**src/hdl/rxcs_pkg.sv**
```systemverilog
package rxcs_pkg;

  localparam int          APB_AW          = 8;
  localparam int          DATA_W          = 32;

  localparam logic [7:0]  OFS_CTRL        = 8'h00;
  localparam logic [7:0]  OFS_BOND        = 8'h04;
  localparam logic [7:0]  OFS_STAT        = 8'h08;
  localparam logic [7:0]  OFS_FWDCNT      = 8'h0c;

  // Control register field positions
  localparam int          CT_PCS_LO       = 0;
  localparam int          CT_PCS_HI       = 1;
  localparam int          CT_RM_EN        = 2;
  localparam int          CT_LOOPBACK     = 3;
  localparam int          CT_BONDED       = 4;
  localparam int          CT_DESER2       = 5;
  localparam int          CT_CH_PLL_CMU   = 6;
  localparam int          CT_REF_NET      = 7;
  localparam int          CT_REF_FWD      = 8;
  localparam int          CT_BANK_TX_PLL  = 9;
  localparam int          CT_W            = 10;

  localparam logic [1:0]  PCS_STD         = 2'h0;
  localparam logic [1:0]  PCS_TENG        = 2'h1;
  localparam logic [1:0]  PCS_NONE        = 2'h2;

  localparam logic [CT_W-1:0] CTRL_RST    = 10'h000;

  localparam int          BOND_W          = 3;
  localparam logic [2:0]  BOND_RST        = 3'h1;
  localparam logic [2:0]  BOND_ALL        = 3'h6;

  // Status register field positions
  localparam int          ST_RX_OK        = 0;
  localparam int          ST_BOND_OK      = 1;
  localparam int          ST_BOND_ERR     = 2;

  localparam int          FWDCNT_W        = 16;

endpackage : rxcs_pkg

```
**src/hdl/rxcs_clock_select.sv**
```systemverilog
// Implementation choices: the APB interface to the registers and the register offsets.
`timescale 1ns/1ps

// Operation
// - CDR divides recovered serial clock into recovered parallel clock; deserializer gets both
// - Standard receiver PCS uses recovered and divider parallel clocks, bonded or not
// - Without rate matcher, word aligner and decoder run on recovered clock
// - Rate-match FIFO writes on recovered clock, reads on divider clock
// - With rate matcher, decoder and byte deserializer write run on divider clock
// - Byte deserializer read clock is write clock divided by one or two
// - Byte ordering and phase FIFO write use divided clock, forwarded to fabric
// - 10G receiver PCS runs on recovered clock in regular operation
// - 10G receiver PCS runs on divider clock in loopback
// - Bonded channels take divider clock from central divider
// - Channel PLL used as transmit multiplier PLL makes receiver unusable
// - Six-channel bonding only with bank tank or fractional transmit PLL
// - PCS-less CDR reference comes from input refclk or bank reference network
// - PCS-less channel forwards recovered parallel clock directly to fabric
// - Transmit interface clock is forwarded to fabric
// - Receive interface clock is recovered without rate matcher, else transmit side
// - Input refclk reaches fabric only when forwarding is enabled
// - Forwarded receive clock is line rate divided by deserialization factor
module rxcs_clock_select #(
  parameter int SER_DIV = 10
) (
  input  wire logic                        clk_sys,
  input  wire logic                        rst,
  input  wire logic                        psel,
  input  wire logic                        penable,
  input  wire logic                        pwrite,
  input  wire logic [rxcs_pkg::APB_AW-1:0] paddr,
  input  wire logic [rxcs_pkg::DATA_W-1:0] pwdata,
  output logic      [rxcs_pkg::DATA_W-1:0] prdata,
  output logic                             pready,
  output logic                             pslverr,
  input  wire logic                        ser_tick,
  input  wire logic                        cdiv_local_tick,
  input  wire logic                        cdiv_central_tick,
  input  wire logic                        tx_if_tick,
  input  wire logic                        refclk_in_tick,
  input  wire logic                        refclk_net_tick,
  input  wire logic                        fab_rxpcf_rd_tick,
  output logic                             des_ser_tick,
  output logic                             des_par_tick,
  output logic                             wa_tick,
  output logic                             rmf_wr_tick,
  output logic                             rmf_rd_tick,
  output logic                             dec_tick,
  output logic                             bds_wr_tick,
  output logic                             bds_rd_tick,
  output logic                             bo_tick,
  output logic                             rxpcf_wr_tick,
  output logic                             rxpcf_rd_tick,
  output logic                             teng_tick,
  output logic                             cdr_ref_tick,
  output logic                             fab_rx_clk_tick,
  output logic                             fab_tx_clk_tick,
  output logic                             fab_refclk_tick
);

  localparam int SDW = $clog2(SER_DIV + 1);

  function automatic logic pick(input logic sel, input logic a, input logic b);
    pick = sel ? b : a;
  endfunction : pick

  logic [rxcs_pkg::CT_W-1:0]     ctrl_r;
  logic [rxcs_pkg::BOND_W-1:0]   bond_r;
  logic                          bond_err_r;
  logic [rxcs_pkg::FWDCNT_W-1:0] fwdcnt_r;
  logic [SDW-1:0]                ser_cnt_r;
  logic                          rec_tick;
  logic                          bds_half_r;
  logic                          bds_rd_nxt;

  logic [1:0]                    pcs_type;
  logic                          rm_en;
  logic                          rx_ok;
  logic                          bond_ok;
  logic                          rx_run;
  logic                          std_on;
  logic                          teng_on;
  logic                          none_on;
  logic                          cdiv_tick;
  logic                          bds_wr_nxt;
  logic                          fab_rx_nxt;

  logic                          wr_acc;
  logic                          bond_bad;

  assign pcs_type  = ctrl_r[rxcs_pkg::CT_PCS_HI:rxcs_pkg::CT_PCS_LO];
  assign rm_en     = ctrl_r[rxcs_pkg::CT_RM_EN];
  // Channel PLL lent to transmit leaves no CDR for receive
  assign rx_ok     = ~ctrl_r[rxcs_pkg::CT_CH_PLL_CMU];
  // Full-bank bonding needs the bank transmit PLL selected
  assign bond_bad  = ctrl_r[rxcs_pkg::CT_BONDED] && (bond_r == rxcs_pkg::BOND_ALL)
                     && ~ctrl_r[rxcs_pkg::CT_BANK_TX_PLL];
  assign bond_ok   = ~bond_bad;
  assign rx_run    = rx_ok && bond_ok;
  assign std_on    = rx_run && (pcs_type == rxcs_pkg::PCS_STD);
  assign teng_on   = rx_run && (pcs_type == rxcs_pkg::PCS_TENG);
  assign none_on   = rx_run && (pcs_type == rxcs_pkg::PCS_NONE);
  assign cdiv_tick = pick(ctrl_r[rxcs_pkg::CT_BONDED], cdiv_local_tick,
                          cdiv_central_tick);
  assign bds_wr_nxt = std_on && pick(rm_en, rec_tick, cdiv_tick);
  // Factor two passes every second write edge
  assign bds_rd_nxt = bds_wr_nxt && (~ctrl_r[rxcs_pkg::CT_DESER2] || bds_half_r);
  // Rate matcher moves the interface onto the transmit-side clock
  assign fab_rx_nxt = (std_on && bds_rd_nxt)
                      || (teng_on && pick(ctrl_r[rxcs_pkg::CT_LOOPBACK], rec_tick, cdiv_tick))
                      || (none_on && rec_tick);

  // Zero-wait slave; unmapped offsets answer with an error
  assign pready  = 1'b1;
  assign wr_acc  = psel && penable && pwrite;

  always_ff @(posedge clk_sys or posedge rst) begin
    if (rst) begin
      ctrl_r <= rxcs_pkg::CTRL_RST;
      bond_r <= rxcs_pkg::BOND_RST;
    end else if (wr_acc) begin
      if (paddr == rxcs_pkg::OFS_CTRL) begin
        ctrl_r <= pwdata[rxcs_pkg::CT_W-1:0];
      end
      if (paddr == rxcs_pkg::OFS_BOND) begin
        bond_r <= pwdata[rxcs_pkg::BOND_W-1:0];
      end
    end
  end

  // Sticky error, set beats a same-cycle write-one clear
  always_ff @(posedge clk_sys or posedge rst) begin
    if (rst) begin
      bond_err_r <= 1'b0;
    end else if (bond_bad) begin
      bond_err_r <= 1'b1;
    end else if (wr_acc && (paddr == rxcs_pkg::OFS_STAT)
                 && pwdata[rxcs_pkg::ST_BOND_ERR]) begin
      bond_err_r <= 1'b0;
    end
  end

  always_comb begin
    prdata  = '0;
    pslverr = 1'b0;
    case (paddr)
      rxcs_pkg::OFS_CTRL:   prdata[rxcs_pkg::CT_W-1:0] = ctrl_r;
      rxcs_pkg::OFS_BOND:   prdata[rxcs_pkg::BOND_W-1:0] = bond_r;
      rxcs_pkg::OFS_STAT: begin
        prdata[rxcs_pkg::ST_RX_OK]    = rx_ok;
        prdata[rxcs_pkg::ST_BOND_OK]  = bond_ok;
        prdata[rxcs_pkg::ST_BOND_ERR] = bond_err_r;
      end
      rxcs_pkg::OFS_FWDCNT: prdata[rxcs_pkg::FWDCNT_W-1:0] = fwdcnt_r;
      default:              pslverr = psel && penable;
    endcase
  end

  // Recovered parallel clock from the serial clock
  always_ff @(posedge clk_sys or posedge rst) begin
    if (rst) begin
      ser_cnt_r <= '0;
    end else if (ser_tick && rx_ok) begin
      ser_cnt_r <= (ser_cnt_r == SDW'(SER_DIV - 1)) ? '0 : ser_cnt_r + 1'b1;
    end
  end
  assign rec_tick = ser_tick && rx_ok && (ser_cnt_r == SDW'(SER_DIV - 1));

  always_ff @(posedge clk_sys or posedge rst) begin
    if (rst) begin
      bds_half_r <= 1'b0;
    end else if (~ctrl_r[rxcs_pkg::CT_DESER2]) begin
      bds_half_r <= 1'b0;
    end else if (bds_wr_nxt) begin
      bds_half_r <= ~bds_half_r;
    end
  end

  // Forwarded receive edges, readable to check the rate
  always_ff @(posedge clk_sys or posedge rst) begin
    if (rst) begin
      fwdcnt_r <= '0;
    end else if (fab_rx_nxt) begin
      fwdcnt_r <= fwdcnt_r + 1'b1;
    end
  end

  // All clock edges leave through one register stage
  always_ff @(posedge clk_sys or posedge rst) begin
    if (rst) begin
      des_ser_tick    <= 1'b0;
      des_par_tick    <= 1'b0;
      wa_tick         <= 1'b0;
      rmf_wr_tick     <= 1'b0;
      rmf_rd_tick     <= 1'b0;
      dec_tick        <= 1'b0;
      bds_wr_tick     <= 1'b0;
      bds_rd_tick     <= 1'b0;
      bo_tick         <= 1'b0;
      rxpcf_wr_tick   <= 1'b0;
      rxpcf_rd_tick   <= 1'b0;
      teng_tick       <= 1'b0;
      cdr_ref_tick    <= 1'b0;
      fab_rx_clk_tick <= 1'b0;
      fab_tx_clk_tick <= 1'b0;
      fab_refclk_tick <= 1'b0;
    end else begin
      des_ser_tick    <= ser_tick && rx_ok;
      des_par_tick    <= rec_tick;
      wa_tick         <= std_on && ~rm_en && rec_tick;
      rmf_wr_tick     <= std_on && rm_en && rec_tick;
      rmf_rd_tick     <= std_on && rm_en && cdiv_tick;
      dec_tick        <= std_on && pick(rm_en, rec_tick, cdiv_tick);
      bds_wr_tick     <= bds_wr_nxt;
      bds_rd_tick     <= bds_rd_nxt;
      bo_tick         <= std_on && bds_rd_nxt;
      rxpcf_wr_tick   <= std_on && bds_rd_nxt;
      rxpcf_rd_tick   <= std_on && fab_rxpcf_rd_tick;
      teng_tick       <= teng_on && pick(ctrl_r[rxcs_pkg::CT_LOOPBACK],
                                         rec_tick, cdiv_tick);
      cdr_ref_tick    <= none_on && pick(ctrl_r[rxcs_pkg::CT_REF_NET],
                                         refclk_in_tick, refclk_net_tick);
      fab_rx_clk_tick <= fab_rx_nxt;
      fab_tx_clk_tick <= tx_if_tick;
      fab_refclk_tick <= ctrl_r[rxcs_pkg::CT_REF_FWD] && refclk_in_tick;
    end
  end

endmodule : rxcs_clock_select

```
**config.mk**
```make
export PLATFORM = sky130hd
export DESIGN_NAME = rxcs_clock_select
export DESIGN_NICKNAME = d
export VERILOG_FILES = /design/src/hdl/rxcs_pkg.sv /design/src/hdl/rxcs_clock_select.sv
export SDC_FILE = /design/constraint.sdc
export NUM_CORES = 1
export LEC_CHECK = 0
export ABC_AREA = 1
export BUFFER_PORTS_ARGS = -buffer_cell sky130_fd_sc_hd__buf_2
export CAP_MARGIN = 0
export CORE_UTILIZATION = 45
export DETAILED_ROUTE_END_ITERATION = 10
export MAX_ROUTING_LAYER = met4
export PLACE_DENSITY_LB_ADDON = 0.25
export SYNTH_ARGS = -nofsm -noshare
export SYNTH_HDL_FRONTEND = slang
export SYNTH_SLANG_ARGS = --single-unit
export TNS_END_PERCENT = 10
```
**constraint.sdc**
```tcl
create_clock -name clk_sys -period 1.6 [get_ports clk_sys]
set_input_delay 0.16 -clock clk_sys [delete_from_list [all_inputs] [get_ports clk_sys]]
set_output_delay 0.16 -clock clk_sys [all_outputs]
set_load 0.01 [all_outputs]
```
### Word level (Yosys, flattened, before mapping)

Cells that the tools add are included.

| word-level totals | value |
|---|---|
| register bits after elaboration | 49 |
| input bits | 52 |
| output and inout bits | 50 |
| word-level logic and storage cells | 83 |

| operators by class | value |
|---|---|
| $add $sub $neg | 2 |
| equal/unequal tests | 8 |
| muxes and demuxes | 13 |
| bitwise gates (word level) | 6 |
| reduce and logical (&&, ||, !) cells | 34 |

Operator list:

| kind | number |
|---|---|
| logical AND 1 bit | 25 |
| adder 16 x 1 -> 16 bit, second input constant | 1 |
| equality test 8 x 4 -> 1 bit, second input constant | 2 |
| case mux 7 bit (2 select lines) | 1 |
| case mux 3 bit (4 select lines) | 1 |
| 2-to-1 mux 1 bit | 9 |
| equality test 8 x 3 -> 1 bit, second input constant | 1 |
| logical NOT 8 bit | 1 |
| 2-to-1 mux 6 bit | 1 |
| NOT 1 bit | 6 |
| adder 4 x 1 -> 4 bit, second input constant | 1 |
| equality test 4 bit, second input constant | 1 |
| 2-to-1 mux 4 bit | 1 |
| AND reduction 2 bit | 2 |
| OR reduction 4 bit | 1 |
| equality test 3 bit, second input constant | 1 |
| logical OR 1 bit | 3 |
| equality test 2 x 1 -> 1 bit, second input constant | 1 |
| equality test 2 bit, second input constant | 1 |
| logical NOT 2 bit | 1 |
| != test 2 x 1 -> 1 bit, second input constant | 1 |
| nonzero test 2 bit | 1 |

### Depth between registers and ports, before layout

Gate-level depths: netlist (run 1).

| depth | value |
|---|---|
| depth after elaboration | 11 |
| mapped depth | 11 |
| mapped depth without buffers | 10 |

### Worst setup path after synthesis (run 1)

OpenSTA, ideal clock, no wires.

| path | value |
|---|---|
| kind | reg-to-reg |
| start | register bond_r[0] in the netlist's numbering |
| end | register fwdcnt_r[6] in the netlist's numbering |
| setup time | 0.117 ns |
| arrival time | 1.358 ns |
| data required time | 1.483 ns |
| slack | 0.126 ns |
| stages on the path, launching flop included | 10 |
| buffers on the path | 2 |
| period minus slack after synthesis | 1.474 ns |
| cell sequence | dfstp_2 > inv_1 > nand3_1 > nand2_1 > nor2_2 > nand3_2 > buf_4 > buf_6 > nand3_1 > nand2_1 |

| on the way | value |
|---|---|
| cells in the longest elaborated chain, start to end | 11 |
| elaborated cells on any way between the ends | 15 |
| those cells by class | eq/ne (1); bitwise (1); reduce/logical (13) |

Ends and longest elaborated chain:

| item | line | source |
|---|---|---|
| start: declaration | rxcs_clock_select.sv:68 | `logic [rxcs_pkg::BOND_W-1:0] bond_r;` |
| start signal: assignment | rxcs_clock_select.sv:120 | `bond_r <= rxcs_pkg::BOND_RST;` |
| start signal: assignment | rxcs_clock_select.sv:126 | `bond_r <= pwdata[rxcs_pkg::BOND_W-1:0];` |
| equality test 3 bit (*) | rxcs_clock_select.sv:96 | `assign bond_bad = ctrl_r[rxcs_pkg::CT_BONDED] && (bond_r == rxcs_pkg::BOND_ALL)` |
| logical AND 1 bit (*) | rxcs_clock_select.sv:96 |  |
| logical AND 1 bit (*) | rxcs_clock_select.sv:97 | `&& ~ctrl_r[rxcs_pkg::CT_BANK_TX_PLL];` |
| NOT 1 bit (*) | rxcs_clock_select.sv:98 | `assign bond_ok = ~bond_bad;` |
| logical AND 1 bit (*) | rxcs_clock_select.sv:99 | `assign rx_run = rx_ok && bond_ok;` |
| logical AND 1 bit | rxcs_clock_select.sv:100 | `assign std_on = rx_run && (pcs_type == rxcs_pkg::PCS_STD);` |
| logical AND 1 bit | rxcs_clock_select.sv:105 | `assign bds_wr_nxt = std_on && pick(rm_en, rec_tick, cdiv_tick);` |
| logical AND 1 bit | rxcs_clock_select.sv:107 | `assign bds_rd_nxt = bds_wr_nxt && (~ctrl_r[rxcs_pkg::CT_DESER2] \|\| bds_half_r);` |
| logical AND 1 bit | rxcs_clock_select.sv:109 | `assign fab_rx_nxt = (std_on && bds_rd_nxt)` |
| logical OR 1 bit | rxcs_clock_select.sv:110 | `\|\| (teng_on && pick(ctrl_r[rxcs_pkg::CT_LOOPBACK], rec_tick, cdiv_tick))` |
| logical OR 1 bit (*) | rxcs_clock_select.sv:111 | `\|\| (none_on && rec_tick);` |
| end signal: assignment | rxcs_clock_select.sv:184 | `fwdcnt_r <= fwdcnt_r + 1'b1;` |
| end: declaration | rxcs_clock_select.sv:70 | `logic [rxcs_pkg::FWDCNT_W-1:0] fwdcnt_r;` |

Every way passes the cells marked *; elsewhere a longest branch is shown, timed or not.
A chain may end at the register's enable or synchronous reset.

### Worst setup path after layout (run 1)

| path | value |
|---|---|
| start | register bond_r[0] in the netlist's numbering |
| end | output port prdata[1] in the netlist's numbering |

| on the way | value |
|---|---|
| cells in the longest elaborated chain, start to end | 5 |

Ends and longest elaborated chain:

| item | line | source |
|---|---|---|
| equality test 3 bit | rxcs_clock_select.sv:96 |  |
| logical AND 1 bit | rxcs_clock_select.sv:96 |  |
| logical AND 1 bit | rxcs_clock_select.sv:97 |  |
| NOT 1 bit | rxcs_clock_select.sv:98 |  |
| case mux 3 bit (4 select lines) | rxcs_clock_select.sv:146 | `case (paddr)` |
| end: declaration | rxcs_clock_select.sv:33 | `output logic [rxcs_pkg::DATA_W-1:0] prdata,` |

No other way between the ends.

==> impl_metrics.toml, run 1 <==
[run_status]
status = "complete, no violations"

[finish]
seqCellArea_um2 = 1230
synthToLayoutAreaGrowth_pct = 22.6
nets = 488
fillCellCount = 555
stdcell_count = 511
antenna-diode-count = 0
multiInputGateArea_um2 = 1270
drive_gt1_share_pct = 28.0

[sta]
fin_crit_ps = 1530
finalSetupViolCount = 0
fin_skew_ps = 11.2
rsz0062_at_grt = "true"
setup-tns-final_ps = 0
final-hold-violation-count = 0
fmax_ghz = 0.654
slew_viol_final = 0
timing.final.ws_setup_ps = 70.1
post-route-period-util_pct = 95.6

[floorplanning]
die_h_um = 80.9
die_area_um2 = 6550
io_pins = 102
die_w_um = 80.9
core_um2 = 5960
rows = 28
initial_core_util_pct = 47.1

[placed_design]
dp_slack_ps = 23.5
port_buffers = 62
dpl.hpwl_mm = 4.57
gp_congestion = 0.880
placedCellCount = 499

[route]
drt_iter0_drc = 149
dr.pass1.iters = 4
wl_per_cell_um = 12.1
ant_nets = 0
totalWireLength_mm = 6.17
drc = 0
num_vias = 2466
vias_per_cell = 4.83

[worst_setup_path]
worstReg2RegStart = "bond_r[0]$_DFFE_PP1P_"
reg2reg_to = "fwdcnt_r[3]$_DFFE_PP0P_"
criticalPathCategory = "flop to output port"
reg2reg_slack_ps = 110
required_ps = 1440
reg2reg_depth = 8
critPathMaxFanout = 3
critPathLaunchType = "flop"
endpoint_kind = "output port"
critPathArrivalTime_ps = 1370

[logic_synthesis]
ys_seq_area_share_pct = 43.8
avgSynthCellArea_um2 = 7.89
yosys.area.top_type = "dfrtp_1"
synth.yosys.warnings = 0
synth_top_area_share_pct = 42.9
synth_cell_types = 30
synthesis.area_um2 = 2800
synth_cells = 355
ys_ff_latch = 49
synth_area_leaders = "dfrtp_1, nand2_1, inv_1, nand3_1, buf_4"

[clock_network]
cts.htree.levels = 2
clk_pin_slew_worst_paths_ps = 100
cts_tree = "built"
max-clock-path-buffers = 2
clk_latency_ps = 310
clockRootBuffer = "clkbuf_8"
clock-sinks = 49
cts-buffers-inserted = 5

[hold_path]
hold_path.class = "input port to flop"
min_path_cells = 3
hold_path_end = "rxpcf_rd_tick$_DFF_PP0_"
hold_path.startpoint = "fab_rxpcf_rd_tick"

[global_routing]
overflow = 0
antenna_found_initial = 0
grt_max_degree = 33
grt_usage_pct = 21.3
grt_pass1_vias = 2271
grt_pass1_wl_mm = 10.3

[pwr]
p_leak_nw = 1.84
powerDensity_nw_per_um2 = 720
ir_drop_mv = 0.331

[flow_run]
cap_violations = 0
==> cells in the final DEF (no fill, tap or decap), types with 2 or more instances in the layout <==
master / synthesis / layout
nand2_1: 90 / 89
buf_2: 0 / 62
inv_1: 50 / 47
dfrtp_1: 48 / 46
nor2_1: 36 / 36
nand3_1: 34 / 31
conb_1: 2 / 17
buf_4: 20 / 15
xor2_1: 14 / 14
nor3_1: 10 / 9
nor2_4: 5 / 6
o21ai_0: 7 / 6
nand3_2: 2 / 5
a21oi_1: 5 / 5
a21oi_2: 5 / 5
clkbuf_8: 0 / 5
o22ai_1: 4 / 4
inv_2: 0 / 3
o2111ai_1: 3 / 3
o21ai_2: 3 / 3
buf_12: 0 / 3
nand2_2: 1 / 2
nor3_2: 1 / 2
bufinv_16: 0 / 2
dfrtp_2: 0 / 2
dlygate4sd3_1: 0 / 2
==> flip-flops by register name, indices dropped and copies added (netlist names), 3 cells and up <==
signal / cells
fwdcnt_r: 16
ser_cnt_r: 4
ctrl_r: 10
bond_r: 3
==> logic make-up after synthesis <==
family / count (synthesis) / share of synthesized area, %
AO/OA/AOI/OAI: 28 / 6.79
XOR/XNOR: 14 / 4.38
adder cells (fa/ha/maj): 1 / 0.446
buffers and inverters: 75 / 13.8
flip-flops: 49 / 43.8
other: 2 / 0.268
AND/OR/NAND/NOR: 186 / 30.5
==> cell type report <==
class | count | area share [%]
clock inverters | 3 | 2.00
multi-input cells | 246 | 37.0
clock buffers | 5 | 2.00
flip-flops and latches | 49 | 35.8
well taps | 75 | 2.73
repair buffers | 83 | 15.0
inverters | 50 | 5.46
==> report_power, final <==
group,total (W),internal [W],switching (W),leakage (nW)
clock,0.00106,0.000629,0.000435,0.0687
combinational,0.000150,0.0000560,0.0000941,1.13
sequential,0.00126,0.00125,0.00000929,0.648
total,0.00247,0.00193,0.000539,1.84
==> cells in the mapped netlist (all sizes together) <==
| master | count |
|---|---|
| nand3 | 37 |
| dfrtp | 48 |
| o21ai | 10 |
| a21oi | 10 |
| ha | 1 |
| nor3 | 12 |
| conb | 2 |
| o22ai | 4 |
| clkbuf | 1 |
| xor2 | 14 |
| buf | 24 |
| or2 | 1 |
| a22o | 1 |
| o2111ai | 3 |
| nor2 | 43 |
| dfstp | 1 |
| inv | 50 |
| nand2 | 92 |
| nor4 | 1 |
==> worst max-delay path: stages (launching register included) <==
cell	delay, ps
dfstp_2	550
inv_1	60
nand3_2	100
nand2_1	60
o2111ai_1	110
buf_2	170
==> per-layer routing <==
layer / vias to the layer above / routed length, µm / track usage, %
li1: 1235 / - / -
met1: 1127 / 2880 / 27.9
met2: 97 / 2830 / 34.0
met3: 7 / 373 / 3.82
met4: 0 / 90 / 5.36
met5: - / 0 / -
==> worst max-delay path by stage <==
stage / start / to / slack, ps / cells past startpoint
3_5_place_dp: paddr[7] / prdata[6] / 20 / 9
6_report: bond_r[0]$_DFFE_PP1P_ / prdata[1] / 70 / 5
4_1_cts: bond_r[0]$_DFFE_PP1P_ / prdata[1] / 30 / 5
5_1_grt: bond_r[2]$_DFFE_PP0P_ / prdata[1] / -20 / 6
3_3_place_gp: paddr[7] / prdata[6] / 50 / 9
2_1_floorplan: bond_r[0]$_DFFE_PP1P_ / fwdcnt_r[6]$_DFFE_PP0P_ / 130 / 9
==> stage by stage <==
step | area, µm² | hold slack, ps | util (%) | total power, W
final | 3440 | 55.6 | 57.7 | 0.00247
after global routing | 3440 | 41.3 | 57.7 | 0.00257
after CTS | 3390 | 52.0 | 57.0 | 0.00249
after detailed placement | 3230 | 181 | 54.2 | 0.00143
after global placement | 3230 | 165 | 54.2 | 0.00142
after floorplan | 2860 | 191 | - | 0.00139
==> what timing repair did <==
item,4_1_cts,5_1_grt
gates resized for setup,3,9
endpoints found under the setup margin,3,19
buffers inserted,0,2
gates cloned,0,0
pin swaps,0,1
hold buffers,2,0
hold endpoints to repair,17,0
Power figures use the tool's default switching activity.
==> run 2: changes to the inputs <==
--- a/config.mk
+++ b/config.mk
@@ -5,10 +5,10 @@
 export SDC_FILE = /design/constraint.sdc
 export NUM_CORES = 1
 export LEC_CHECK = 0
-export ABC_AREA = 1
+export ABC_CLOCK_PERIOD_IN_PS = 1600
 export BUFFER_PORTS_ARGS = -buffer_cell sky130_fd_sc_hd__buf_2
 export CAP_MARGIN = 0
-export CORE_UTILIZATION = 45
+export CORE_UTILIZATION = 44
 export DETAILED_ROUTE_END_ITERATION = 10
 export MAX_ROUTING_LAYER = met4
 export PLACE_DENSITY_LB_ADDON = 0.25
==> impl_metrics.toml, run 2 <==
[run_status]
status = "finished with violations"
violations = "negative setup slack"

[clock_network]
max-clock-path-buffers = 2
clockRootBuffer = "clkbuf_8"
clk_pin_slew_worst_paths_ps = 90
cts-buffers-inserted = 5
cts_tree = "built"
cts.htree.levels = 2
clk_latency_ps = 300
clock-sinks = 49

[route]
vias_per_cell = 4.99
ant_nets = 0
dr.pass1.iters = 4
drt_iter0_drc = 66
num_vias = 2004
wl_per_cell_um = 14.4
totalWireLength_mm = 5.80
drc = 0

[finish]
layout_common_cells = "buf_2, dfrtp_1, buf_4, conb_1"
top_regs = "fwdcnt_r x16, ctrl_r x10, ser_cnt_r x4"
nets = 382
drive_gt1_share_pct = 50.6
final_common_cell = "buf_2"
largest_reg_flops = 16
antenna-diode-count = 0
regMostFlops = "fwdcnt_r"
stdcell_area_um2 = 3480
synthToLayoutAreaGrowth_pct = 35.4

[pwr]
powerDensity_nw_per_um2 = 793
ir_drop_mv = 0.459
power_w = 0.00276
p_leak_nw = 1.78

[worst_setup_path]
endpoint_kind = "flop"
critPathMaxFanout = 6
critPathSlowestCell = "dfstp_2"
cpPeakStageDelay_ps = 570
crit_top_cell = "buf_4"
critPathLaunchType = "flop"
critPathArrivalTime_ps = 2310
path_cells = "nor4bb_4 -> buf_4 -> a2111oi_4 -> buf_4 -> o221ai_4 -> buf_6 -> a211oi_4 -> xor2_1"
required_ps = 1830
criticalPathCategory = "flop to flop"

[floorplanning]
io_pins = 102
initial_core_util_pct = 46.0
die_area_um2 = 6140
die_w_um = 78.4
die_h_um = 78.4
core_um2 = 5570
rows = 27

[sta]
rsz0062_at_grt = "true"
fmax_ghz = 0.481
timing.final.ws_setup_ps = -480
fin_crit_ps = 2080
fin_skew_ps = 5.34
post-route-period-util_pct = 130
final-hold-violation-count = 0
finalSetupViolCount = 23
slew_viol_final = 0

[global_routing]
grt_pass1_wl_mm = 9.41
grt_max_degree = 26
antenna_found_initial = 0
grt_usage_pct = 21.0
grt_pass1_vias = 1970
overflow = 0

[logic_synthesis]
synth_common_cells = "dfrtp_1, buf_4, mux2_2, xor2_1, nand2_1"
synth-simple-area-share_pct = 16.3
synth_cell_types = 47
synth_cells = 224
synthAdderAreaFrac_pct = 0.488
synth_edf_count = 0
synth_top_area_share_pct = 46.8
synth.area.mux_share_pct = 8.29
synth_top_family_by_area = "simple AND/OR/NAND/NOR gates"
async_flop_share_pct = 100
synthesis.area_um2 = 2570
yosys.area.top_type = "dfrtp_1"
synth.yosys.warnings = 0
ys_ff_latch = 49
post-synth-top-count-cell = "dfrtp_1"
ys_seq_area_share_pct = 47.8
synth_compound_area_share_pct = 12.9
synthXorXnorAreaFrac_pct = 6.14
avgSynthCellArea_um2 = 11.5
synthFlopType = "dfrtp_1"
synth_area_leaders = "dfrtp_1, mux2_2, buf_4, xor2_1, a211oi_2"

[placed_design]
dp_slack_ps = -377
placed_area_um2 = 3190
dpl.hpwl_mm = 4.17
port_buffers = 62
gp_congestion = 0.830

[hold_path]
hold_path.class = "input port to flop"

[flow_run]
cap_violations = 0
run 2: cell types whose count changed after synthesis, moves of 9 or more:
| cell | previous run | this run |
|---|---|---|
| mux2_2 | 0 | 14 |
| nand3_1 | 34 | 6 |
| nand2_1 | 90 | 13 |
| inv_1 | 50 | 7 |
| nor2_1 | 36 | 8 |
| and2_1 | 0 | 9 |
run 2: final timing paths:
| path | from | endpoint | slack, ps | cells after the start |
|---|---|---|---|---|
| setup / recovery | bond_r[0]$_DFFE_PP1P_ | fwdcnt_r[10]$_DFFE_PP0P_ | -480 | 8 |
| hold / removal | pwdata[5] | ctrl_r[5]$_DFFE_PP0P_ | 80 | 3 |
| min in group asynchronous | rst | fwdcnt_r[8]$_DFFE_PP0P_ | 320 | 3 |
| max in group asynchronous | rst | bond_r[0]$_DFFE_PP1P_ | 750 | 4 |
| setup reg to reg | bond_r[0]$_DFFE_PP1P_ | fwdcnt_r[10]$_DFFE_PP0P_ | -480 | 8 |
| hold reg to reg | fwdcnt_r[15]$_DFFE_PP0P_ | fwdcnt_r[15]$_DFFE_PP0P_ | 470 | 1 |
run 2: cell families (layout without fill, tap and decap cells):
group | count (synthesis) | count (layout)
AND/OR/NAND/NOR | 70 | 70
flip-flops | 49 | 49
AO/OA/AOI/OAI | 35 | 36
buffers and inverters | 32 | 122
XOR/XNOR | 18 | 18
multiplexers | 17 | 17
other | 2 | 17
adder cells (fa/ha/maj) | 1 | 1
run 2: critical path, delay by kind of cell (launching register included):
kind	cells	cell delay [ps]
flip-flops	1	570
buffers and inverters	3	540
AND/OR/NAND/NOR	1	50
XOR/XNOR	1	160
AO/OA/AOI/OAI	3	700
run 2: through the flow:
step	TNS (ps)	std cells	hold slack (ps)	utilization [%]
after floorplan	-3580	239	191	-
after global placement	-5010	387	95.9	57.3
after detailed placement	-5890	387	91.7	57.3
after CTS	-7700	402	66.7	60.8
after global routing	-8870	402	76.2	62.4
final	-7100	402	77.2	62.4
run 2: layer usage:
metal / track usage (%) / wire (µm) / up-vias
met3: 3.95 / 223 / 10
met1: 26.1 / 2700 / 958
met4: 6.11 / 106 / 0
li1: - / - / 969
met5: - / 0 / -
met2: 34.8 / 2780 / 67
run 2: cell type report:
type / instances / area [µm²]
clock buffers: 6 / 82.6
clock inverters: 2 / 13.8
fillers: 470 / 2100
inverters: 7 / 26.3
multi-input cells: 159 / 1320
flip-flops and latches: 49 / 1230
well taps: 72 / 90.1
repair buffers: 107 / 719
run 2: timing repair:
action | CTS | global route
gates resized for setup | 8 | 19
endpoints found under the setup margin | 22 | 35
setup buffers | 4 | 0
gates cloned | 1 | 0
endpoints found under the hold margin | 9 | 0
pin swaps | 6 | 10
hold buffers | 2 | 0
run 2: where the power goes:
part / internal [W] / switching (W)
combinational: 0.000289 / 0.000285
clock: 0.000351 / 0.000406
sequential: 0.00134 / 0.0000845
total: 0.00198 / 0.000775
==> run 3: changes to the inputs <==
--- a/config.mk
+++ b/config.mk
@@ -12,6 +12,7 @@
 export DETAILED_ROUTE_END_ITERATION = 10
 export MAX_ROUTING_LAYER = met4
 export PLACE_DENSITY_LB_ADDON = 0.25
+export SKIP_LAST_GASP = 1
 export SYNTH_ARGS = -nofsm -noshare
 export SYNTH_HDL_FRONTEND = slang
 export SYNTH_SLANG_ARGS = --single-unit
==> impl_metrics.toml, run 3 (synthesis results as in run 2) <==
[run_status]
violations = "negative setup slack"
status = "finished with violations"

[pwr]
powerDensity_nw_per_um2 = 804
ir_drop_mv = 0.455
p_leak_nw = 1.78

[placed_design]
gp_congestion = 0.830
placedCellCount = 387
dpl.hpwl_mm = 4.17
port_buffers = 62

[sta]
fin_skew_ps = 6.70
rsz0062_at_grt = "true"
setup-tns-final_ps = -7370
slew_viol_final = 0
timing.final.ws_setup_ps = -481
post-route-period-util_pct = 130
finalSetupViolCount = 23
fin_crit_ps = 2080
fmax_ghz = 0.480
final-hold-violation-count = 0

[finish]
antenna-diode-count = 0
synthToLayoutAreaGrowth_pct = 32.7
nets = 382
fin_util_pct = 61.1
fillCellCount = 483
drive_gt1_share_pct = 47.3
multiInputGateArea_um2 = 1260
seqCellArea_um2 = 1230
top_regs = "fwdcnt_r x16, ctrl_r x10, ser_cnt_r x4"
final_common_cell = "buf_2"
stdcell_count = 402
layout_common_cells = "buf_2, dfrtp_1, buf_4, conb_1"
largest_reg_flops = 16
regMostFlops = "fwdcnt_r"

[route]
drt_iter0_drc = 62
ant_nets = 0
wl_per_cell_um = 14.4
drc = 0
vias_per_cell = 5.05
totalWireLength_mm = 5.79
num_vias = 2032
dr.pass1.iters = 4

[global_routing]
top_usage_layer = "met2"
grt_usage_pct = 20.8
overflow = 0
antenna_found_initial = 0
grt_max_degree = 26
grt_pass1_vias = 1964
use_met3_pct = 3.02
gr-usage-met2_pct = 34.3
grt_pass1_wl_mm = 9.36
grt.met1_usage_pct = 26.1

[floorplanning]
die_area_um2 = 6140
io_pins = 102
initial_core_util_pct = 46.0
rows = 27
die_w_um = 78.4
die_h_um = 78.4
core_um2 = 5570

[clock_network]
cts.htree.levels = 2
cts-buffers-inserted = 5
clockRootBuffer = "clkbuf_8"
cts_tree = "built"
clk_pin_slew_worst_paths_ps = 90
clk_latency_ps = 300
max-clock-path-buffers = 2
clock-sinks = 49

[worst_setup_path]
crit_family = "simple AND/OR/NAND/NOR gates"
reg2reg_slack_ps = -470
path_depth = 5
crit_path_end = "prdata[1]"
reg2reg_depth = 8
endpoint_kind = "output port"
required_ps = 1440
criticalPathCategory = "flop to output port"
critPathSlowestCell = "mux4_2"
crit_path_start = "ctrl_r[9]$_DFFE_PP0P_"
reg2reg_to = "fwdcnt_r[12]$_DFFE_PP0P_"
worstReg2RegStart = "bond_r[0]$_DFFE_PP1P_"
cpPeakStageDelay_ps = 490
critPathArrivalTime_ps = 1920
path_cells = "nor4bb_4 -> nand2_1 -> mux4_2 -> and2_4 -> buf_6"
critPathMaxFanout = 3
critPathLaunchType = "flop"
critPathBufInv = 1

[hold_path]
hold_path.class = "input port to flop"

[flow_run]
cap_violations = 0
## run 3: final cells by class
class	instances	area share, %
timing repair buffer	107	20.8
inverter	7	0.771
clock buffer	6	2.42
tap	72	2.65
multi-input combinational	159	36.9
sequential	49	36.0
clock inverter	2	0.404
## run 3: how the worst min path moves through the flow
stage	from	to	slack (ps)	cells past startpoint
final	pwdata[5]	ctrl_r[5]$_DFFE_PP0P_	70	3
after global routing	pwdata[8]	ctrl_r[8]$_DFFE_PP0P_	80	2
after CTS	pwdata[5]	ctrl_r[5]$_DFFE_PP0P_	70	3
after detailed placement	rst	fwdcnt_r[8]$_DFFE_PP0P_	90	2
after global placement	rst	fwdcnt_r[8]$_DFFE_PP0P_	100	2
after floorplan	tx_if_tick	fab_tx_clk_tick$_DFF_PP0_	190	0
## run 3: routing by layer
metal / wire length [µm] / part of all wire [%] / vias to the layer above
met3: 211 / 3.6 / 9
met5: 0 / 0 / -
li1: - / - / 976
met1: 2670 / 46 / 979
met4: 104 / 1.8 / 0
met2: 2800 / 48 / 68
## run 3: repair_timing
action,in CTS,in global routing
pin swaps,4,6
hold buffers,2,0
hold endpoints to repair,9,0
gates cloned,1,0
endpoints found under the setup margin,22,35
setup buffers,4,0
resized for setup,3,6
## run 3: per-stage QoR
step	worst slack, ps	instance area, µm²	total power [W]	hold WS [ps]
after global placement	-319	3190	0.00196	95.9
final	-481	3410	0.00274	71.5
after global routing	-567	3410	0.00289	79.6
after CTS	-481	3370	0.00275	66.7
after floorplan	-272	2630	0.00177	191
after detailed placement	-377	3190	0.00198	91.7
## run 3: report_power, final
part	switching, W	internal [W]
Clock	0.000408	0.000351
Combinational	0.000273	0.000282
Sequential	0.0000796	0.00134
Total	0.000761	0.00198
## run 3: worst register-to-register path, stage by stage, from the launching register on
cell and delay [ps]:
dfstp_2 570, nor4bb_4 50, buf_4 140, a2111oi_4 270
buf_4 190, o221ai_4 190, buf_6 190, a211oi_2 220
xor2_1 170
